## src/cmd_block_map.svh

```systemverilog
// register offsets, command block field layout and codes for the block decoder
`ifndef CMD_BLOCK_MAP_SVH
`define CMD_BLOCK_MAP_SVH

// register byte offsets
`define REG_CTRL        8'h00
`define REG_BLOCK_ADDR  8'h04
`define REG_STATUS      8'h08
`define REG_RESIDUAL    8'h0C
`define REG_FIELDS      8'h10
`define REG_XFER_LEN    8'h14
`define REG_XFER_PTR    8'h18
`define REG_SENSE_PTR   8'h1C
`define REG_RETRIES     8'h20

// control bits and reset values
`define CTRL_START      0
`define BLOCK_ADDR_RST  32'h0000_0000

// command block: 40 bytes as ten little-endian words
`define BLOCK_WORDS     4'hA
`define WORD_TARGET     4'h4
`define CB_OPCODE(w)    w[0][7:0]
`define CB_DIR(w)       w[0][12:11]
`define CB_CDB_LEN(w)   w[0][23:16]
`define CB_SENSE_LEN(w) w[0][31:24]
`define CB_DATA_LEN(w)  w[1]
`define CB_DATA_PTR(w)  w[2]
`define CB_TARGET(w)    w[4][7:0]
`define CB_LUN_TAG(w)   w[4][15:8]
`define CB_CDB(w)       {w[7][15:0], w[6], w[5], w[4][31:16]}
`define CB_SENSE_PTR(w) w[9]

// operation codes
`define OP_INIT         8'h00
`define OP_SG           8'h02
`define OP_RESID        8'h03
`define OP_SG_RESID     8'h04
`define OP_BDR          8'h81

// direction codes
`define DIR_BY_CMD      2'h0
`define DIR_IN          2'h1
`define DIR_OUT         2'h2
`define DIR_NONE        2'h3

// status and result codes
`define TSTAT_BUSY      8'h08
`define RES_OK          8'h00
`define RES_BAD_OP      8'h16
`define CDB_MAX         8'h0C
`define CDB_BYTES       12

`endif

```

## src/cmd_block_pkg.sv

```systemverilog
// types shared by the command block decoder
package cmd_block_pkg;

   typedef enum logic [2:0] {S_IDLE, S_FETCH, S_WAIT, S_DECODE, S_ISSUE, S_RELEASE, S_DONE} seq_e;

   typedef enum logic [2:0] {K_INIT, K_SG, K_RESID, K_SG_RESID, K_BDR} kind_e;

   typedef struct packed {
      seq_e             st;
      logic [9:0][31:0] words;
      logic [3:0]       idx;
      logic             mem_read;
      logic [31:0]      mem_addr;
      logic [31:0]      block_addr;
      logic             busy;
      logic             done;
      logic [7:0]       adapter_result;
      logic [7:0]       target_status;
      logic [31:0]      residual;
      logic [15:0]      retries;
      logic             reissue;
      logic             cmd_valid;
      kind_e            kind;
      logic [1:0]       dir;
      logic             len_check;
      logic [3:0]       cdb_len;
      logic [95:0]      cdb;
      logic [31:0]      xfer_len;
      logic [31:0]      xfer_ptr;
      logic             waitreq;
      logic [31:0]      rdata;
   } dec_s;

endpackage

```

## src/cmd_block_decoder.sv

```systemverilog
// fetches a 40-byte command block from memory, decodes it and drives the scsi engine
// Function
// - block is 40 bytes: opcode, control, cdb length, sense length, cdb at 18-29
// - data pointer is the full 32-bit word in bytes 8 to 11
// - multi-byte fields are little endian, least significant byte first
// - data length is the four-byte count in bytes 4 to 7
// - target from byte 16, lun and tag from byte 17
// - sense data goes to the 32-bit sense pointer in bytes 36-39
// - opcode 00 issues initiator command with byte count and transfer address
// - opcode 02 issues command with segment list size and address
// - opcode 03 direct transfer with length checking and residual returned
// - opcode 04 segment list transfer with length checking and residual
// - opcode 81 sends bus device reset to the selected target
// - bus device reset aborts target tasks and ignores remaining block bytes
// - control bits 7-5 ignored, bits 4-3 select transfer direction
// - direction 00 lets the scsi command decide
// - direction 01 moves data from scsi device toward adapter only
// - direction 10 is data out with checking, 11 moves no data
// - busy target status requeues and restarts the same command, except after a bus device reset
`timescale 1ns/1ps
`include "cmd_block_map.svh"
module cmd_block_decoder
   import cmd_block_pkg::*;
#(
   parameter int ADDR_W = 8
) (
   // clock and reset
   input  wire logic              clk,
   input  wire logic              rst_n,
   // avalon-mm register slave
   input  wire logic [ADDR_W-1:0] avs_address,
   input  wire logic              avs_read,
   input  wire logic              avs_write,
   input  wire logic [31:0]       avs_writedata,
   input  wire logic [3:0]        avs_byteenable,
   output logic      [31:0]       avs_readdata,
   output logic                   avs_waitrequest,
   // memory read master for the command block
   output logic                   mem_read,
   output logic      [31:0]       mem_address,
   input  wire logic              mem_waitrequest,
   input  wire logic [31:0]       mem_readdata,
   input  wire logic              mem_readdatavalid,
   // command to the scsi engine
   output logic                   scsi_cmd_valid,
   output kind_e                  scsi_kind,
   output logic      [1:0]        scsi_dir,
   output logic                   scsi_len_check,
   output logic      [7:0]        scsi_target,
   output logic      [7:0]        scsi_lun_tag,
   output logic      [3:0]        scsi_cdb_len,
   output logic      [95:0]       scsi_cdb,
   output logic      [31:0]       scsi_xfer_len,
   output logic      [31:0]       scsi_xfer_ptr,
   output logic      [31:0]       scsi_sense_ptr,
   output logic      [7:0]        scsi_sense_len,
   // completion from the scsi engine
   input  wire logic              scsi_done,
   input  wire logic [7:0]        scsi_target_status,
   input  wire logic [7:0]        scsi_adapter_result,
   input  wire logic [31:0]       scsi_residual
);
   dec_s state_ff;
   dec_s nxt_state;
   logic done_sync;
   logic [7:0] opcode;
   logic [7:0] cdb_len_raw;
   logic [3:0] cdb_len_lim;
   logic [95:0] cdb_masked;
   logic [7:0] reg_sel;

   if (ADDR_W < 6 || ADDR_W > 8)
   begin : g_chk
      $error("cmd_block_decoder address width must be 6 to 8 bits");
   end

   // completion level comes from another domain
   level_sync #(.W(1)) u_done_sync (
      .clk   (clk),
      .rst_n (rst_n),
      .d     (scsi_done),
      .q     (done_sync)
   );

   // field decode from the fetched words
   always_comb
   begin
      opcode      = `CB_OPCODE(state_ff.words);
      cdb_len_raw = `CB_CDB_LEN(state_ff.words);
      cdb_len_lim = (cdb_len_raw > `CDB_MAX) ? 4'(`CDB_MAX) : cdb_len_raw[3:0];
      cdb_masked  = `CB_CDB(state_ff.words);
      for (int i = 0; i < `CDB_BYTES; i++)
      begin
         if (i >= int'(cdb_len_lim))
            cdb_masked[i*8 +: 8] = 8'h00;
      end
      reg_sel = 8'(avs_address);
   end

   // sequencer, register slave and memory master
   always_comb
   begin
      nxt_state = state_ff;
      // register slave: one wait cycle, then the access takes effect
      if ((avs_read || avs_write) && state_ff.waitreq)
      begin
         nxt_state.waitreq = 1'b0;
         unique case (reg_sel & 8'hFC)
            `REG_BLOCK_ADDR: nxt_state.rdata = state_ff.block_addr;
            `REG_STATUS:     nxt_state.rdata = {opcode, state_ff.target_status,
                                                state_ff.adapter_result, 6'h00,
                                                state_ff.done, state_ff.busy};
            `REG_RESIDUAL:   nxt_state.rdata = state_ff.residual;
            `REG_FIELDS:     nxt_state.rdata = {`CB_LUN_TAG(state_ff.words),
                                                `CB_TARGET(state_ff.words),
                                                4'h0, state_ff.cdb_len, 2'h0,
                                                state_ff.len_check, state_ff.dir,
                                                state_ff.kind};
            `REG_XFER_LEN:   nxt_state.rdata = state_ff.xfer_len;
            `REG_XFER_PTR:   nxt_state.rdata = state_ff.xfer_ptr;
            `REG_SENSE_PTR:  nxt_state.rdata = `CB_SENSE_PTR(state_ff.words);
            `REG_RETRIES:    nxt_state.rdata = {16'h0000, state_ff.retries};
            default:         nxt_state.rdata = 32'h0000_0000;
         endcase
      end
      else if (!state_ff.waitreq)
      begin
         nxt_state.waitreq = 1'b1;
      end
      // writes land at the edge that sees waitrequest low
      if (avs_write && !state_ff.waitreq && (reg_sel & 8'hFC) == `REG_BLOCK_ADDR)
      begin
         for (int b = 0; b < 4; b++)
         begin
            if (avs_byteenable[b])
               nxt_state.block_addr[b*8 +: 8] = avs_writedata[b*8 +: 8];
         end
      end
      // memory read accepted
      if (state_ff.mem_read && !mem_waitrequest)
         nxt_state.mem_read = 1'b0;
      unique case (state_ff.st)
         S_IDLE:
         begin
            if (avs_write && !state_ff.waitreq && (reg_sel & 8'hFC) == `REG_CTRL
                && avs_byteenable[0] && avs_writedata[`CTRL_START])
            begin
               nxt_state.busy    = 1'b1;
               nxt_state.done    = 1'b0;
               nxt_state.idx     = 4'h0;
               nxt_state.retries = 16'h0000;
               nxt_state.words   = '0; // no stale words behind a bus reset
               nxt_state.st      = S_FETCH;
            end
         end
         S_FETCH:
         begin
            nxt_state.mem_read = 1'b1;
            nxt_state.mem_addr = state_ff.block_addr + {26'h0, state_ff.idx, 2'b00};
            nxt_state.st       = S_WAIT;
         end
         S_WAIT:
         begin
            // readdata[7:0] is the lowest byte address, so words are little endian
            if (mem_readdatavalid)
            begin
               nxt_state.words[state_ff.idx] = mem_readdata;
               nxt_state.st = S_FETCH;
               if (state_ff.idx == 4'h0 && `CB_OPCODE(nxt_state.words) == `OP_BDR)
                  nxt_state.idx = `WORD_TARGET;
               else
                  nxt_state.idx = state_ff.idx + 4'h1;
               if (state_ff.idx == `BLOCK_WORDS - 4'h1 ||
                   (state_ff.idx == `WORD_TARGET && opcode == `OP_BDR))
                  nxt_state.st = S_DECODE;
            end
         end
         S_DECODE:
         begin
            nxt_state.dir       = `CB_DIR(state_ff.words);
            nxt_state.len_check = (`CB_DIR(state_ff.words) == `DIR_IN) ||
                                  (`CB_DIR(state_ff.words) == `DIR_OUT);
            nxt_state.cdb_len   = cdb_len_lim;
            nxt_state.cdb       = cdb_masked;
            nxt_state.xfer_ptr  = `CB_DATA_PTR(state_ff.words);
            if (`CB_DIR(state_ff.words) == `DIR_NONE)
               nxt_state.xfer_len = 32'h0000_0000;
            else
               nxt_state.xfer_len = `CB_DATA_LEN(state_ff.words);
            nxt_state.cmd_valid = 1'b1;
            nxt_state.st        = S_ISSUE;
            unique case (opcode)
               `OP_INIT:     nxt_state.kind = K_INIT;
               `OP_SG:       nxt_state.kind = K_SG;
               `OP_RESID:    nxt_state.kind = K_RESID;
               `OP_SG_RESID: nxt_state.kind = K_SG_RESID;
               `OP_BDR:
               begin
                  nxt_state.kind     = K_BDR;
                  nxt_state.cdb_len  = 4'h0;
                  nxt_state.cdb      = '0;
                  nxt_state.xfer_len = 32'h0000_0000;
                  nxt_state.xfer_ptr = 32'h0000_0000;
               end
               default:
               begin
                  nxt_state.cmd_valid      = 1'b0;
                  nxt_state.adapter_result = `RES_BAD_OP;
                  nxt_state.target_status  = 8'h00;
                  nxt_state.residual       = 32'h0000_0000;
                  nxt_state.st             = S_DONE;
               end
            endcase
            // direct and segment list transfers with length checking always check
            if (opcode == `OP_RESID || opcode == `OP_SG_RESID)
               nxt_state.len_check = 1'b1;
         end
         S_ISSUE:
         begin
            if (done_sync)
            begin
               nxt_state.cmd_valid      = 1'b0;
               nxt_state.target_status  = scsi_target_status;
               nxt_state.adapter_result = scsi_adapter_result;
               nxt_state.residual       = (state_ff.kind == K_RESID ||
                                           state_ff.kind == K_SG_RESID) ?
                                          scsi_residual : 32'h0000_0000;
               nxt_state.reissue        = (scsi_target_status == `TSTAT_BUSY) &&
                                          (state_ff.kind != K_BDR);
               if (scsi_target_status == `TSTAT_BUSY && state_ff.kind != K_BDR)
                  nxt_state.retries = state_ff.retries + 16'h0001;
               nxt_state.st = S_RELEASE;
            end
         end
         S_RELEASE:
         begin
            // the engine drops its completion before the next command
            if (!done_sync)
            begin
               nxt_state.reissue   = 1'b0;
               nxt_state.cmd_valid = state_ff.reissue;
               nxt_state.st        = state_ff.reissue ? S_ISSUE : S_DONE;
            end
         end
         S_DONE:
         begin
            nxt_state.busy = 1'b0;
            nxt_state.done = 1'b1;
            nxt_state.st   = S_IDLE;
         end
      endcase
   end

   // state register
   always_ff @(posedge clk or negedge rst_n)
   begin
      if (!rst_n)
      begin
         state_ff            <= '0;
         state_ff.st         <= S_IDLE;
         state_ff.kind       <= K_INIT;
         state_ff.waitreq    <= 1'b1;
         state_ff.block_addr <= `BLOCK_ADDR_RST;
      end
      else
      begin
         state_ff <= nxt_state;
      end
   end

   // outputs straight from the state register
   assign avs_readdata    = state_ff.rdata;
   assign avs_waitrequest = state_ff.waitreq;
   assign mem_read        = state_ff.mem_read;
   assign mem_address     = state_ff.mem_addr;
   assign scsi_cmd_valid  = state_ff.cmd_valid;
   assign scsi_kind       = state_ff.kind;
   assign scsi_dir        = state_ff.dir;
   assign scsi_len_check  = state_ff.len_check;
   assign scsi_target     = `CB_TARGET(state_ff.words);
   assign scsi_lun_tag    = `CB_LUN_TAG(state_ff.words);
   assign scsi_cdb_len    = state_ff.cdb_len;
   assign scsi_cdb        = state_ff.cdb;
   assign scsi_xfer_len   = state_ff.xfer_len;
   assign scsi_xfer_ptr   = state_ff.xfer_ptr;
   assign scsi_sense_ptr  = `CB_SENSE_PTR(state_ff.words);
   assign scsi_sense_len  = `CB_SENSE_LEN(state_ff.words);
endmodule

```

## src/level_sync.sv

```systemverilog
// two-flop synchroniser for levels arriving from the scsi side
`timescale 1ns/1ps
module level_sync #(
   parameter int W = 1
) (
   // clock and reset
   input  wire logic         clk,
   input  wire logic         rst_n,
   // levels
   input  wire logic [W-1:0] d,
   output logic      [W-1:0] q
);
   typedef struct packed {
      logic [W-1:0] s1;
      logic [W-1:0] s2;
   } sync_s;

   sync_s state_ff;
   sync_s nxt_state;

   if (W < 1)
   begin : g_chk
      $error("level_sync width must be at least one");
   end

   // first stage feeds only the second
   always_comb
   begin
      nxt_state.s1 = d;
      nxt_state.s2 = state_ff.s1;
   end

   // register
   always_ff @(posedge clk or negedge rst_n)
   begin
      if (!rst_n)
         state_ff <= '0;
      else
         state_ff <= nxt_state;
   end

   assign q = state_ff.s2;
endmodule

```

## config.mk

```make
export PLATFORM = sky130hd
export DESIGN_NAME = cmd_block_decoder
export DESIGN_NICKNAME = d
export VERILOG_FILES = /design/src/cmd_block_pkg.sv /design/src/cmd_block_decoder.sv /design/src/level_sync.sv
export VERILOG_INCLUDE_DIRS = /design/src
export SDC_FILE = /design/constraint.sdc
export NUM_CORES = 1
export LEC_CHECK = 0
export BUFFER_PORTS_ARGS = -buffer_cell sky130_fd_sc_hd__buf_2
export CORE_ASPECT_RATIO = 0.75
export CORE_MARGIN = 2
export CORE_UTILIZATION = 60
export DETAILED_ROUTE_END_ITERATION = 6
export GPL_ROUTABILITY_DRIVEN = 0
export PLACE_DENSITY = 0.84
export SETUP_SLACK_MARGIN = 0.15
export SYNTH_ARGS = -nofsm -noshare
export SYNTH_HDL_FRONTEND = slang
export SYNTH_SLANG_ARGS = --single-unit
export TNS_END_PERCENT = 30
```

## constraint.sdc

```tcl
create_clock -name clk -period 4.75 [get_ports clk]
set_input_delay 1.425 -clock clk [delete_from_list [all_inputs] [get_ports clk]]
set_output_delay 1.425 -clock clk [all_outputs]
set_load 0.005 [all_outputs]
```

# == Word level (Yosys, flattened, before mapping) ==
# Index checks and enable logic that the tools add are counted.
# classes
n_addsub,3
n_lt_le_gt_ge,15
eq_ne,34
n_mux,47
n_reduce_logical,43
# ops
op,n
2-to-1 mux 327 bit,2
case mux 324 bit (2 select lines),1
bitwise mux 320 bit,1
case mux 32 bit (8 select lines),1
2-to-1 mux 164 bit,1
demux 32 bit (select 4 bit),1
2-to-1 mux 32 bit,3
2-to-1 mux 8 bit,12
case mux 48 bit (2 select lines),1
2-to-1 mux 66 bit,1
2-to-1 mux 48 bit,1
2-to-1 mux 33 bit,1
adder 32 x 6 -> 32 bit,1
2-to-1 mux 16 bit,2
case mux 16 bit (2 select lines),1
"equality test 6 x 3 -> 1 bit, second input constant",4
case mux 3 bit (7 select lines),1
"adder 16 x 1 -> 16 bit, second input constant",1
"equality test 8 x 2 -> 1 bit, second input constant",2
"equality test 8 bit, second input constant",2
">= comparator 3 x 4 -> 1 bit, first input constant",4
">= comparator 4 bit, first input constant",4
zero test 8 bit,2
case mux 3 bit (5 select lines),1
other kinds (40),91
# word_totals
register_bits,665
out_inout_bits,293
word_cells,179

# == Longest topological paths before layout ==
# Gate-level depths: netlist of the first run.
# depth
word_depth,10
depth_mapped,10
mapped_depth_nobuf,7

# == Hierarchy ==
# Synthesis of the first run repeated with hierarchy kept, for this count alone.
# unflattened
hier_cells,2248
hier_area_um2,25978.7
# modules_own_cells
module,instances,cells_per_inst,area_per_inst_um2
cmd_block_decoder,1,2246,25928.6
level_sync,1,2,50.0

# == Worst setup path after synthesis of the first run ==
# No wires, ideal clock.
# synth_path
path_kind,input port to flip-flop
start,input avs_address[5]
end,"register state_ff, in the netlist cdb_len_raw[0]"
setup_ns,0.121
t_arrival_ns,3.309
slack_ns,1.320
cell_stages,10
n_path_buf,5
path_cell_list,buf_6 or4_1 buf_2 and4b_1 buf_4 or2b_1 buf_6 o21ai_2 buf_6 a22o_1
# synth_between
elab_chain_cells,6
# synth_lines
item,line,rtl
"start, declared",cmd_block_decoder.sv:31,"input wire logic [ADDR_W-1:0] avs_address,"
zero test 8 bit (no source line),-,
logical AND 1 bit (no source line),-,
logical AND 1 bit (2 in series),cmd_block_decoder.sv:145,if (avs_write && !state_ff.waitreq && (reg_sel & 8'hFC) == `REG_CTRL
inequality test 2 bit (no source line),-,
AND reduction 3 bit (no source line),-,
"end signal, assigned",cmd_block_decoder.sv:267,state_ff <= nxt_state;
"end, declared",cmd_block_decoder.sv:63,dec_s state_ff;
# Every way passes these cells.
# A chain may end at the register's enable or synchronous reset.

# == Final worst setup path of the first run ==
# layout_path
start,input avs_address[4]
end,"register state_ff, in the netlist avs_readdata[18]"
# layout_between
elab_chain_cells,2
elab_cells_between_ends,9
# layout_lines
item,line,rtl
equality test 6 x 4 -> 1 bit (tied with other cells),cmd_block_decoder.sv:108,unique case (reg_sel & 8'hFC)
case mux 32 bit (8 select lines) (*),cmd_block_decoder.sv:108,
# Every way passes the cells marked *; elsewhere a longest branch is shown, timed or not.

==> metrics.txt, run 1 <==
# TYPE chip_impl_metric gauge
chip_impl_info{name="status",value="finished clean"} 1
chip_impl_metric{name="whs_path_cells",unit=""} 0
chip_impl_metric{name="floorplan.io_pins",unit=""} 424
chip_impl_metric{name="cts_num_sinks",unit=""} 579
chip_impl_metric{name="postCtsSetupRepairBufs",unit=""} 0
chip_impl_metric{name="grt_pass1_wl",unit="um"} 122000
chip_impl_metric{name="vias_in_the_first_global_route",unit=""} 18996
chip_impl_metric{name="total_number_of_vias",unit=""} 19420
chip_impl_metric{name="worst-path-max-fanout",unit=""} 14
chip_impl_info{name="hold_path.class",value="flip-flop to flip-flop"} 1
chip_impl_metric{name="worst_ep_required_time",unit="ns"} 5.27
chip_impl_metric{name="synth_seq_cells",unit=""} 579
chip_impl_metric{name="post-route-period-util",unit=""} 0.766
chip_impl_metric{name="design.core.area",unit="mm^2"} 0.0422
chip_impl_metric{name="syn-instance-count",unit=""} 2132
chip_impl_metric{name="hold_viol",unit=""} 0
chip_impl_metric{name="setup.reg_to_reg.worst_slack",unit="ns"} 1.66
chip_impl_metric{name="m1WireLength",unit="um"} 31400
chip_impl_info{name="cell_type_contributing_the_most_total_cell_area_after_synthesis",value="sky130_fd_sc_hd__dfrtp_1"} 1
chip_impl_metric{name="syn2layout_area_growth",unit="%"} 9.55
chip_impl_info{name="postSynth.topFlopCell",value="sky130_fd_sc_hd__dfrtp_1"} 1
chip_impl_metric{name="final-setup-viol-count",unit=""} 0
chip_impl_info{name="yosys-top-cells-area",value="sky130_fd_sc_hd__dfrtp_1 (56%), sky130_fd_sc_hd__a22o_1 (16%), sky130_fd_sc_hd__buf_4 (8.4%)"} 1
chip_impl_info{name="synthTopCellsByCount",value="sky130_fd_sc_hd__dfrtp_1 (578), sky130_fd_sc_hd__a22o_1 (459), sky130_fd_sc_hd__buf_4 (290)"} 1
chip_impl_info{name="post-synth-top-count-cell",value="sky130_fd_sc_hd__dfrtp_1"} 1
chip_impl_metric{name="antenna_left",unit=""} 0
chip_impl_metric{name="number_of_cell_instances_on_the_worst_register_to_register_path",unit=""} 5
chip_impl_metric{name="wl",unit="um"} 81600
chip_impl_metric{name="grt_start_max_net_pins",unit=""} 169
chip_impl_info{name="crit_slowest_cell",value="sky130_fd_sc_hd__nor2_1"} 1
chip_impl_metric{name="route.detailed.drc",unit=""} 0
chip_impl_metric{name="grt.overflow.total",unit=""} 0
chip_impl_info{name="whs_endpoint",value="u_done_sync.q$_DFF_PN0_"} 1
chip_impl_metric{name="finalPower",unit="mW"} 14.8
chip_impl_info{name="r2r_end",value="scsi_xfer_len[27]$_DFFE_PN0P_"} 1
chip_impl_metric{name="synthesis.area",unit="mm^2"} 0.0258
chip_impl_info{name="hold_path_startpoint",value="u_done_sync.nxt_state[0]$_DFF_PN0_"} 1
chip_impl_metric{name="maxCapViolations",unit=""} 0
chip_impl_metric{name="cts_buffer_depth",unit=""} 3
chip_impl_metric{name="fin_hold_ws",unit="ns"} 0.391
chip_impl_metric{name="row_count",unit=""} 65
chip_impl_metric{name="synth_enable_flop_cells",unit=""} 0
chip_impl_metric{name="synth.avg_cell_area",unit="um^2"} 12.1
chip_impl_metric{name="port_buffers",unit=""} 421
chip_impl_metric{name="netlist-cell-type-count",unit=""} 70
chip_impl_metric{name="die_x",unit="um"} 243
chip_impl_metric{name="finalCriticalPeriod",unit="ns"} 3.64
chip_impl_metric{name="cts_hold_buf",unit=""} 0
chip_impl_metric{name="clk_latency",unit="ns"} 0.61
chip_impl_metric{name="clk_pin_slew",unit="ns"} 0.06
chip_impl_metric{name="antenna_found_initial",unit=""} 9
chip_impl_info{name="cp-end-kind",value="flip-flop"} 1
chip_impl_info{name="critical_path.startpoint_type",value="input pin"} 1
chip_impl_metric{name="vdd_drop_max",unit="mV"} 0.324
chip_impl_metric{name="seq_area_frac_synth",unit=""} 0.562
chip_impl_metric{name="static-leakage-power",unit="nW"} 14.5
chip_impl_metric{name="placedCellCount",unit=""} 2746
chip_impl_metric{name="detail_route.vias_per_cell",unit=""} 6.82
chip_impl_metric{name="drive_above_1_share",unit=""} 0.279
chip_impl_metric{name="worstPathArrival",unit="ns"} 4.16
chip_impl_metric{name="final_cell_count_no_fill",unit=""} 2849
chip_impl_metric{name="worst-slew-pin-transition",unit="ns"} 1.14
chip_impl_metric{name="die-area",unit="mm^2"} 0.0446
chip_impl_metric{name="yosys_warnings",unit=""} 0
chip_impl_info{name="highest_layer",value="met5"} 1
chip_impl_info{name="cts_root_buf",value="sky130_fd_sc_hd__clkbuf_16"} 1
chip_impl_info{name="cts_tree",value="done"} 1
chip_impl_metric{name="post_drt_wl_per_cell",unit="um"} 28.6
chip_impl_metric{name="floorplan.initialDensity",unit=""} 0.610
chip_impl_metric{name="tritoncts.num_buffers",unit=""} 54
chip_impl_info{name="critical_path.cell_chain",value="buf_2 > or4b_2 > nor2_1 > a222oi_1 > nand3_1 > a22o_1"} 1
chip_impl_metric{name="wl_met3",unit="um"} 10200
chip_impl_metric{name="power-per-cell-area",unit="mW/mm^2"} 523
chip_impl_info{name="rsz_0062_raised_after_global_routing",value="false"} 1
chip_impl_metric{name="fin_setup_tns",unit="ns"} 0
chip_impl_metric{name="clock-skew-final",unit="ns"} 0.0275
chip_impl_metric{name="netlist.area_leader.share",unit=""} 0.561
chip_impl_metric{name="final_max_slew_viol_count",unit=""} 0
chip_impl_metric{name="cts_resized",unit=""} 0
chip_impl_metric{name="postSynthNetCount",unit=""} 2274
chip_impl_info{name="worst_setup_path_category",value="input pin to flip-flop"} 1
chip_impl_metric{name="detailedPlacementHpwl",unit="um"} 56200
chip_impl_metric{name="synth_async_sr_flop_share",unit=""} 1.00
chip_impl_metric{name="nets",unit=""} 2375
chip_impl_info{name="rr_startpoint",value="state_ff[661]$_DFFE_PN0P_"} 1
chip_impl_metric{name="critical_path.max_stage_delay",unit="ns"} 0.82
chip_impl_metric{name="grt_usage",unit=""} 0.363
chip_impl_metric{name="drt_first_pass_iters",unit=""} 6
chip_impl_metric{name="max_freq",unit="MHz"} 275
chip_impl_metric{name="initialDrtViolationCount",unit=""} 2273
chip_impl_metric{name="met2_wirelength",unit="um"} 35800
chip_impl_metric{name="cts_htree_levels",unit=""} 2
chip_impl_metric{name="die_h",unit="um"} 183
chip_impl_metric{name="worst_slew_margin_rel",unit=""} 0.238
==> area by class of cell <==
class                           count  area [um^2]
Sequential cell                   579        14500
Fill cell                        2975        14000
Multi-Input combinational cell   1109         8460
Timing Repair Buffer              481         2670
Clock buffer                       83         1620
Tap cell                          569          712
Clock inverter                     15          229
Inverter                            8         30.0
Antenna cell                        5         12.5
==> through the flow <==
stage,area (um^2),worst slack [ns],utilization
4_1_cts,28200,1.24,0.668
6_report,28200,1.11,0.669
3_5_place_dp,26400,0.644,0.625
2_1_floorplan,25800,1.32,-
5_1_grt,28200,1.16,0.669
3_3_place_gp,26400,0.668,0.625
==> sequential cells by signal, indices dropped and copies added (netlist names), 2 cells and up <==
register        count
scsi_xfer_ptr      32
avs_readdata       32
cdb_len_raw         8
mem_address        32
state_ff          268
scsi_dir            2
scsi_lun_tag        8
scsi_cdb_len        4
scsi_target         8
scsi_kind           3
scsi_xfer_len      32
scsi_sense_len      8
opcode              8
scsi_sense_ptr     32
scsi_cdb           96
==> per-layer routing <==
| metal | up-vias | GRT usage |
|---|---|---|
| met5 | - | 0 |
| met2 | 1451 | 0.532 |
| met3 | 265 | 0.115 |
| li1 | 7830 | - |
| met1 | 9870 | 0.501 |
| met4 | 4 | 0.162 |
==> worst max-delay path by stage <==
stage,startpoint,end,slack [ns],depth (start not counted)
final,avs_address[4],avs_readdata[18]$_DFFE_PN0P_,1.11,6
after global routing,avs_address[4],avs_readdata[18]$_DFFE_PN0P_,1.16,6
after CTS,avs_address[4],avs_readdata[18]$_DFFE_PN0P_,1.24,6
after detailed placement,avs_address[4],avs_readdata[18]$_DFFE_PN0P_,0.64,6
after global placement,avs_address[4],avs_readdata[18]$_DFFE_PN0P_,0.67,6
after floorplan,avs_address[5],cdb_len_raw[0]$_DFFE_PN0P_,1.32,10
==> critical path: cells and delay by family <==
family	cells	cell delay, ns
AND/OR/NAND/NOR	3	1.80
AO/OA/AOI/OAI	2	0.55
buffers and inverters	1	0.36
==> power by group <==
group	switching [mW]	total (mW)	internal, mW
combinational	1.67	3.12	1.45
clock	1.93	4.56	2.63
sequential	1.02	7.09	6.07
==> layout by cell type, fill, tap and decap left out, drive strengths merged, types with 5 or more instances in the layout <==
cell type and count:
a21oi 24, a221oi 7, clkbuf 83, a211oi 10, nor2 47, buf 481
o21ai 61, nand4 12, nor4b 8, nand3b 5, nor2b 7, clkinv 5
ha 10, nor4 14, nand2 112, nand2b 8, or3 5, xor2 12
dfrtp 578, a222oi 10, a22oi 39, a22o 459, xnor2 30, nand3 33
diode 5, mux2 42, o22ai 11, nor3 18, a21o 15, and3 16
and2 5, inv 12, mux2i 32, bufinv 5
==> cells by family after synthesis <==
group	Yosys count	share of synthesized area
AOI/OAI and AO/OA	666	0.210
xor gates and xnor gates	42	0.0143
adders and majority gates	11	0.00563
buffers and inverters	444	0.111
DFF	579	0.562
muxes	76	0.0325
and+or+nand+nor	314	0.0633
No activity file was read; power rests on OpenSTA's default activity.
==> run 2, diff against run 1 <==
--- a/config.mk
+++ b/config.mk
@@ -6,13 +6,14 @@
 export SDC_FILE = /design/constraint.sdc
 export NUM_CORES = 1
 export LEC_CHECK = 0
+export ABC_AREA = 1
 export BUFFER_PORTS_ARGS = -buffer_cell sky130_fd_sc_hd__buf_2
 export CORE_ASPECT_RATIO = 0.75
 export CORE_MARGIN = 2
-export CORE_UTILIZATION = 60
+export CORE_UTILIZATION = 57
 export DETAILED_ROUTE_END_ITERATION = 6
 export GPL_ROUTABILITY_DRIVEN = 0
-export PLACE_DENSITY = 0.84
+export PLACE_DENSITY = 0.8
 export SETUP_SLACK_MARGIN = 0.15
 export SYNTH_ARGS = -nofsm -noshare
 export SYNTH_HDL_FRONTEND = slang
==> constraint.sdc (replaced) <==
create_clock -name clk -period 3.4 [get_ports clk]
set_input_delay 1.02 -clock clk [delete_from_list [all_inputs] [get_ports clk]]
set_output_delay 1.02 -clock clk [all_outputs]
set_load 0.005 [all_outputs]
==> metrics.txt, run 2 <==
# TYPE chip_impl_metric gauge
chip_impl_info{name="most_common_cell_after_layout_fill_and_taps_aside",value="sky130_fd_sc_hd__nand2_1"} 1
chip_impl_metric{name="worst_ep_required_time",unit="ns"} 3.90
chip_impl_metric{name="worstPathArrival",unit="ns"} 3.12
chip_impl_info{name="highest_count_cells_in_the_layout_ignoring_fill_and_taps",value="sky130_fd_sc_hd__nand2_1 (1,055), sky130_fd_sc_hd__dfrtp_1 (578), sky130_fd_sc_hd__buf_2 (420)"} 1
chip_impl_metric{name="placed_instance_area",unit="mm^2"} 0.0284
chip_impl_metric{name="detail_route.vias_per_cell",unit=""} 5.65
chip_impl_metric{name="synth_enable_flop_cells",unit=""} 0
chip_impl_info{name="cts_tree",value="done"} 1
chip_impl_info{name="worst_setup_path_category",value="flip-flop to flip-flop"} 1
chip_impl_info{name="rsz_0062_raised_after_global_routing",value="false"} 1
chip_impl_metric{name="worst-slew-pin-transition",unit="ns"} 1.00
chip_impl_metric{name="vias_in_the_first_global_route",unit=""} 22293
chip_impl_metric{name="max_freq",unit="MHz"} 382
chip_impl_metric{name="final-setup-viol-count",unit=""} 0
chip_impl_metric{name="cts_num_sinks",unit=""} 579
chip_impl_metric{name="gr-usage-met2",unit=""} 0.504
chip_impl_metric{name="wl",unit="um"} 90400
chip_impl_metric{name="clock-skew-final",unit="ns"} 0.0259
chip_impl_info{name="registers.top_by_ff_count",value="state_ff"} 1
chip_impl_metric{name="cts_buffer_depth",unit=""} 3
chip_impl_metric{name="postSynthNetCount",unit=""} 3524
chip_impl_info{name="critical_path.cell_chain",value="inv_2 > nand3_2 > nor2_2 > buf_4 > nand2_1 > o21ai_0"} 1
chip_impl_metric{name="row_count",unit=""} 69
chip_impl_metric{name="hold_viol",unit=""} 0
chip_impl_info{name="critical_path.startpoint_type",value="flip-flop"} 1
chip_impl_metric{name="total_number_of_vias",unit=""} 23640
chip_impl_metric{name="netlist.area_leader.share",unit=""} 0.523
chip_impl_metric{name="cts_resized",unit=""} 0
chip_impl_metric{name="post-route-period-util",unit=""} 0.770
chip_impl_info{name="postSynth.topFlopCell",value="sky130_fd_sc_hd__dfrtp_1"} 1
chip_impl_metric{name="syn2layout_area_growth",unit="%"} 9.71
chip_impl_metric{name="synth_seq_cells",unit=""} 579
chip_impl_metric{name="nets",unit=""} 3635
chip_impl_metric{name="grt.overflow.total",unit=""} 0
chip_impl_metric{name="clk_latency",unit="ns"} 0.62
chip_impl_info{name="grt-busiest-layer",value="met2"} 1
chip_impl_metric{name="fraction_of_met1_tracks_used_by_global_routing",unit=""} 0.503
chip_impl_info{name="cts_root_buf",value="sky130_fd_sc_hd__clkbuf_16"} 1
chip_impl_info{name="cp-end-kind",value="flip-flop"} 1
chip_impl_metric{name="netlist-cell-type-count",unit=""} 37
chip_impl_metric{name="final_max_slew_viol_count",unit=""} 0
chip_impl_metric{name="seq_area_frac_synth",unit=""} 0.524
chip_impl_metric{name="grt_pass1_wl",unit="um"} 136000
chip_impl_metric{name="initialDrtViolationCount",unit=""} 3036
chip_impl_metric{name="clk_pin_slew",unit="ns"} 0.07
chip_impl_metric{name="fillCellCount",unit=""} 4111
chip_impl_metric{name="grt_start_max_net_pins",unit=""} 87
chip_impl_metric{name="die-area",unit="mm^2"} 0.0504
chip_impl_metric{name="area_taken_by_multi_input_logic_gates",unit="mm^2"} 0.00946
chip_impl_metric{name="die_x",unit="um"} 258
chip_impl_info{name="cell_type_contributing_the_most_total_cell_area_after_synthesis",value="sky130_fd_sc_hd__dfrtp_1"} 1
chip_impl_metric{name="worst-path-max-fanout",unit=""} 37
chip_impl_metric{name="detailedPlacementHpwl",unit="um"} 65000
chip_impl_metric{name="finalInstanceArea",unit="mm^2"} 0.0304
chip_impl_info{name="hold_path.class",value="input pin to asynchronous set/reset pin"} 1
chip_impl_info{name="post-synth-top-count-cell",value="sky130_fd_sc_hd__nand2_1"} 1
chip_impl_metric{name="antenna_left",unit=""} 0
chip_impl_metric{name="static-leakage-power",unit="nW"} 16.1
chip_impl_metric{name="drive_above_1_share",unit=""} 0.172
chip_impl_metric{name="worst_slew_margin_rel",unit=""} 0.330
chip_impl_metric{name="drt_first_pass_iters",unit=""} 7
chip_impl_metric{name="cts_htree_levels",unit=""} 2
chip_impl_metric{name="route.detailed.drc",unit=""} 0
chip_impl_metric{name="critical_path.max_stage_delay",unit="ns"} 0.63
chip_impl_metric{name="seqCellArea",unit="mm^2"} 0.0145
chip_impl_metric{name="floorplan.initialDensity",unit=""} 0.581
chip_impl_metric{name="largest_register_ffs",unit=""} 268
chip_impl_metric{name="tritoncts.num_buffers",unit=""} 55
chip_impl_metric{name="vdd_drop_max",unit="mV"} 0.440
chip_impl_metric{name="power-per-cell-area",unit="mW/mm^2"} 804
chip_impl_metric{name="synth.avg_cell_area",unit="um^2"} 8.18
chip_impl_metric{name="synthesis.area",unit="mm^2"} 0.0277
chip_impl_metric{name="antenna_found_initial",unit=""} 9
chip_impl_metric{name="maxCapViolations",unit=""} 0
chip_impl_metric{name="gr-usage-met3",unit=""} 0.139
chip_impl_metric{name="port_buffers",unit=""} 421
chip_impl_info{name="crit_slowest_cell",value="sky130_fd_sc_hd__nand2_1"} 1
chip_impl_metric{name="grt_usage",unit=""} 0.360
chip_impl_metric{name="synth_async_sr_flop_share",unit=""} 1.00
chip_impl_metric{name="yosys_warnings",unit=""} 0
chip_impl_metric{name="fin_setup_tns",unit="ns"} 0
chip_impl_metric{name="cts_hold_buf",unit=""} 0
chip_impl_metric{name="design.core.area",unit="mm^2"} 0.0477
chip_impl_info{name="status",value="finished clean"} 1
chip_impl_info{name="synthTopCellsByCount",value="sky130_fd_sc_hd__nand2_1 (1,055), sky130_fd_sc_hd__dfrtp_1 (578), sky130_fd_sc_hd__o21ai_0 (352)"} 1
chip_impl_metric{name="setup.reg_to_reg.worst_slack",unit="ns"} 0.78
chip_impl_metric{name="floorplan.io_pins",unit=""} 424
chip_impl_metric{name="post_drt_wl_per_cell",unit="um"} 21.6
chip_impl_metric{name="syn-instance-count",unit=""} 3382
chip_impl_metric{name="postCtsSetupRepairBufs",unit=""} 0
chip_impl_info{name="yosys-top-cells-area",value="sky130_fd_sc_hd__dfrtp_1 (52%), sky130_fd_sc_hd__nand2_1 (14%), sky130_fd_sc_hd__buf_4 (8.0%)"} 1
chip_impl_metric{name="finalCriticalPeriod",unit="ns"} 2.62
chip_impl_metric{name="die_h",unit="um"} 195
==> run 2: cell count changes after synthesis, moves of 28 or more <==
cell | before | now
sky130_fd_sc_hd__xnor2_1 | 30 | 2
sky130_fd_sc_hd__buf_2 | 16 | 58
sky130_fd_sc_hd__nor2_1 | 47 | 266
sky130_fd_sc_hd__mux2_2 | 42 | 0
sky130_fd_sc_hd__nand3_1 | 33 | 172
sky130_fd_sc_hd__a22o_1 | 459 | 37
sky130_fd_sc_hd__o21ai_0 | 53 | 352
sky130_fd_sc_hd__a22oi_1 | 39 | 0
sky130_fd_sc_hd__mux2i_1 | 32 | 0
sky130_fd_sc_hd__nand4_1 | 12 | 53
sky130_fd_sc_hd__clkbuf_1 | 104 | 72
sky130_fd_sc_hd__nand2_1 | 106 | 1055
sky130_fd_sc_hd__inv_1 | 8 | 250
==> run 2: cell type report <==
type / instances / area share
diodes: 3 / 0.000247
well taps: 639 / 0.0263
multi-input cells: 2110 / 0.311
inverters: 258 / 0.0320
clock buffers: 84 / 0.0543
repair buffers: 489 / 0.0894
clock inverters: 19 / 0.00911
flip-flops and latches: 579 / 0.477
==> run 2: power breakdown <==
| part | switching [mW] | internal [mW] |
|---|---|---|
| Clock | 2.69 | 3.87 |
| Sequential | 1.49 | 9.06 |
| Combinational | 4.87 | 2.43 |
==> run 2: cells by family (layout without fill, tap and decap cells) <==
| family | Yosys count | after routing | synth area share |
|---|---|---|---|
| buffers and inverters | 693 | 850 | 0.136 |
| DFF | 579 | 579 | 0.524 |
| xor gates and xnor gates | 20 | 20 | 0.00633 |
| and+or+nand+nor | 1580 | 1580 | 0.231 |
| adders and majority gates | 11 | 11 | 0.00524 |
| other | 0 | 3 | 0 |
| AOI/OAI and AO/OA | 499 | 499 | 0.0979 |
==> run 2: through the flow <==
| stage | power (mW) | hold WS (ns) | instances | util | worst slack [ns] |
|---|---|---|---|---|---|
| after floorplan | 15.8 | 0.331 | 3382 | - | 1.14 |
| after global placement | 17.5 | 0.381 | 4075 | 0.597 | 0.396 |
| after detailed placement | 17.8 | 0.385 | 4075 | 0.597 | 0.342 |
| after CTS | 24.3 | 0.338 | 4178 | 0.637 | 0.865 |
| after global routing | 25.8 | 0.358 | 4179 | 0.637 | 0.600 |
| final | 24.4 | 0.341 | 4181 | 0.637 | 0.783 |
==> run 2: metal layers <==
metal  vias to the layer above  routed length [um]
met1                     11312               36500
met2                      1365               37300
met3                       223               12600
li1                      10732                   -
met5                         -                  46
met4                         8                3850
==> run 2: final timing paths <==
path | endpoint | cells past startpoint | startpoint
max | scsi_lun_tag[6]$_DFFE_PN0P_ | 6 | state_ff[662]$_DFFE_PN0P_
min | avs_readdata[11]$_DFFE_PN0P_ | 1 | rst_n
min reg2reg | u_done_sync.q$_DFF_PN0_ | 0 | u_done_sync.nxt_state[0]$_DFF_PN0_
max in group asynchronous | state_ff[510]$_DFFE_PN0P_ | 2 | rst_n
max reg2reg | scsi_lun_tag[6]$_DFFE_PN0P_ | 6 | state_ff[662]$_DFFE_PN0P_
min in group clk | u_done_sync.q$_DFF_PN0_ | 0 | u_done_sync.nxt_state[0]$_DFF_PN0_
==> run 2: critical path: cells and delay by family (launching register included) <==
family                 cells  cell delay, ns
AO/OA/AOI/OAI              1            0.36
AND/OR/NAND/NOR            3            1.12
buffers and inverters      2            0.52
flip-flops                 1            0.47
==> run 3, diff against run 2 <==
--- a/config.mk
+++ b/config.mk
@@ -10,10 +10,10 @@
 export BUFFER_PORTS_ARGS = -buffer_cell sky130_fd_sc_hd__buf_2
 export CORE_ASPECT_RATIO = 0.75
 export CORE_MARGIN = 2
-export CORE_UTILIZATION = 57
+export CORE_UTILIZATION = 52
 export DETAILED_ROUTE_END_ITERATION = 6
 export GPL_ROUTABILITY_DRIVEN = 0
-export PLACE_DENSITY = 0.8
+export PLACE_DENSITY = 0.77
 export SETUP_SLACK_MARGIN = 0.15
 export SYNTH_ARGS = -nofsm -noshare
 export SYNTH_HDL_FRONTEND = slang
==> constraint.sdc (replaced) <==
create_clock -name clk -period 2.4 [get_ports clk]
set_input_delay 0.72 -clock clk [delete_from_list [all_inputs] [get_ports clk]]
set_output_delay 0.72 -clock clk [all_outputs]
set_load 0.005 [all_outputs]
==> metrics.txt, run 3 (synthesis gave the netlist of run 2 again) <==
# TYPE chip_impl_metric gauge
chip_impl_metric{name="detailedPlacementHpwl",unit="um"} 67800
chip_impl_metric{name="nets",unit=""} 3711
chip_impl_metric{name="grt_pass1_wl",unit="um"} 141000
chip_impl_info{name="critical_path.startpoint_type",value="flip-flop"} 1
chip_impl_metric{name="max_freq",unit="MHz"} 454
chip_impl_metric{name="tritoncts.num_buffers",unit=""} 56
chip_impl_metric{name="worst-slew-pin-transition",unit="ns"} 0.950
chip_impl_metric{name="vdd_drop_max",unit="mV"} 0.727
chip_impl_metric{name="seqCellArea",unit="mm^2"} 0.0145
chip_impl_metric{name="antenna_left",unit=""} 0
chip_impl_metric{name="cts_htree_levels",unit=""} 2
chip_impl_metric{name="finalPower",unit="mW"} 34.9
chip_impl_info{name="cts_root_buf",value="sky130_fd_sc_hd__clkbuf_16"} 1
chip_impl_metric{name="cts_buffer_depth",unit=""} 3
chip_impl_info{name="highest_count_cells_in_the_layout_ignoring_fill_and_taps",value="sky130_fd_sc_hd__nand2_1 (1,054), sky130_fd_sc_hd__dfrtp_1 (578), sky130_fd_sc_hd__buf_2 (420)"} 1
chip_impl_metric{name="detail_route.vias_per_cell",unit=""} 5.55
chip_impl_metric{name="syn2layout_area_growth",unit="%"} 12.7
chip_impl_metric{name="floorplan.io_pins",unit=""} 424
chip_impl_metric{name="drive_above_1_share",unit=""} 0.189
chip_impl_metric{name="worst_slew_margin_rel",unit=""} 0.366
chip_impl_metric{name="static-leakage-power",unit="nW"} 16.5
chip_impl_metric{name="floorplan.initialDensity",unit=""} 0.524
chip_impl_info{name="violations",value="DRC"} 1
chip_impl_metric{name="worstPathArrival",unit="ns"} 2.71
chip_impl_metric{name="die-area",unit="mm^2"} 0.0551
chip_impl_metric{name="route.detailed.drc",unit=""} 22
chip_impl_metric{name="die_x",unit="um"} 270
chip_impl_metric{name="die_h",unit="um"} 204
chip_impl_metric{name="worst_ep_required_time",unit="ns"} 2.91
chip_impl_info{name="worst_setup_path_category",value="flip-flop to flip-flop"} 1
chip_impl_info{name="hold_path.class",value="input pin to asynchronous set/reset pin"} 1
chip_impl_metric{name="design.core.area",unit="mm^2"} 0.0528
chip_impl_metric{name="maxCapViolations",unit=""} 0
chip_impl_metric{name="final_max_slew_viol_count",unit=""} 0
chip_impl_metric{name="post-route-period-util",unit=""} 0.917
chip_impl_metric{name="port_buffers",unit=""} 421
chip_impl_metric{name="row_count",unit=""} 73
chip_impl_metric{name="grt_start_max_net_pins",unit=""} 134
chip_impl_metric{name="largest_register_ffs",unit=""} 268
chip_impl_metric{name="cts_num_sinks",unit=""} 579
chip_impl_metric{name="drt_first_pass_iters",unit=""} 7
chip_impl_metric{name="final-setup-viol-count",unit=""} 0
chip_impl_metric{name="power-per-cell-area",unit="mW/mm^2"} 1120
chip_impl_metric{name="grt_usage",unit=""} 0.342
chip_impl_metric{name="antenna_found_initial",unit=""} 13
chip_impl_metric{name="total_number_of_vias",unit=""} 24015
chip_impl_info{name="cp-end-kind",value="flip-flop"} 1
chip_impl_info{name="registers.top_by_ff_count",value="state_ff"} 1
chip_impl_info{name="rsz_0062_raised_after_global_routing",value="true"} 1
chip_impl_metric{name="post_drt_wl_per_cell",unit="um"} 21.8
chip_impl_metric{name="grt.overflow.total",unit=""} 0
chip_impl_metric{name="fillCellCount",unit=""} 4738
chip_impl_metric{name="worst-path-max-fanout",unit=""} 6
chip_impl_metric{name="finalCoreUtilization",unit=""} 0.591
chip_impl_info{name="status",value="finished with violations"} 1
chip_impl_metric{name="wl",unit="um"} 94300
chip_impl_metric{name="clock-skew-final",unit="ns"} 0.0279
chip_impl_info{name="cts_tree",value="done"} 1
chip_impl_metric{name="clk_pin_slew",unit="ns"} 0.06
chip_impl_metric{name="finalCriticalPeriod",unit="ns"} 2.20
chip_impl_metric{name="initialDrtViolationCount",unit=""} 3011
chip_impl_metric{name="area_taken_by_multi_input_logic_gates",unit="mm^2"} 0.00945
chip_impl_metric{name="number_of_cell_instances_on_the_worst_register_to_register_path",unit=""} 11
chip_impl_metric{name="vias_in_the_first_global_route",unit=""} 22570
chip_impl_info{name="most_common_cell_after_layout_fill_and_taps_aside",value="sky130_fd_sc_hd__nand2_1"} 1
chip_impl_metric{name="clk_latency",unit="ns"} 0.64
chip_impl_metric{name="hold_viol",unit=""} 0
==> run 3: cell count changes in the layout (fill, tap and decap cells not counted), moves of 2 or more <==
cell / before / now
sky130_fd_sc_hd__buf_12: 7 / 30
sky130_fd_sc_hd__buf_4: 61 / 113
sky130_fd_sc_hd__bufinv_16: 7 / 3
sky130_fd_sc_hd__clkinv_2: 10 / 8
sky130_fd_sc_hd__diode_2: 3 / 7
==> run 3: where the power goes <==
part	switching, mW	leakage, nW	internal [mW]
logic	7.18	7.94	3.87
clock network	3.89	0.888	4.99
registers	2.10	7.67	12.8
==> run 3: cell type report <==
type / count / area share
Sequential cell: 579 / 0.464
Multi-Input combinational cell: 2110 / 0.303
Timing Repair Buffer: 564 / 0.114
Clock buffer: 82 / 0.0519
Inverter: 258 / 0.0311
Tap cell: 712 / 0.0286
Clock inverter: 16 / 0.00610
Antenna cell: 7 / 0.000561
==> run 3: critical path, stage by stage, from the launching register on <==
cell,delay [ns]
sky130_fd_sc_hd__dfrtp_1,0.52
sky130_fd_sc_hd__ha_1,0.32
sky130_fd_sc_hd__fa_1,0.26
sky130_fd_sc_hd__nand2_1,0.06
sky130_fd_sc_hd__nand3_1,0.09
sky130_fd_sc_hd__nand2_1,0.14
sky130_fd_sc_hd__nor2_1,0.36
sky130_fd_sc_hd__nand2_1,0.11
sky130_fd_sc_hd__nand2_1,0.07
sky130_fd_sc_hd__nand2_1,0.04
sky130_fd_sc_hd__nand2_1,0.05
sky130_fd_sc_hd__nand2_1,0.05
==> run 3: through the flow <==
stage | TNS [ns] | instances | worst slack [ns] | instance area, um^2 | hold WS (ns)
after detailed placement | -1.73 | 4223 | -0.0676 | 29400 | 0.348
final | 0 | 4328 | 0.199 | 31200 | 0.0493
after CTS | 0 | 4321 | 0.226 | 31200 | 0.0302
after global routing | 0 | 4323 | 0.0648 | 31200 | 0.0568
after global placement | -0.0575 | 4223 | -0.00773 | 29400 | 0.336
after floorplan | 0 | 3382 | 0.437 | 27700 | 0.331
==> run 3: layer usage <==
| layer | routed length [um] | vias to the layer above | GRT usage |
|---|---|---|---|
| met1 | 39500 | 11552 | 0.494 |
| met3 | 12200 | 207 | 0.115 |
| met2 | 39200 | 1378 | 0.482 |
| met4 | 3340 | 6 | 0.116 |
| li1 | - | 10872 | - |
| met5 | 33 | - | 0 |
==> run 3: path summary, 6_finish.rpt <==
path                            slack, ns                                from                                 end
worst max-delay path                 0.20           state_ff[336]$_DFFE_PN0P_         mem_address[30]$_DFFE_PN0P_
worst min-delay path                 0.05                               rst_n      scsi_sense_ptr[31]$_DFFE_PN0P_
worst max register to register       0.20           state_ff[336]$_DFFE_PN0P_         mem_address[30]$_DFFE_PN0P_
worst min register to register       0.36  u_done_sync.nxt_state[0]$_DFF_PN0_             u_done_sync.q$_DFF_PN0_
max in group asynchronous            1.61                               rst_n           avs_waitrequest$_DFF_PN1_
min in group clk                     0.23                           scsi_done  u_done_sync.nxt_state[0]$_DFF_PN0_
==> run 3: repair_timing <==
action,4_1_cts,5_1_grt
setup buffers,0,0
endpoints found under the setup margin,0,11
resized for setup,0,3
hold buffers,0,0
hold endpoints to repair,0,0
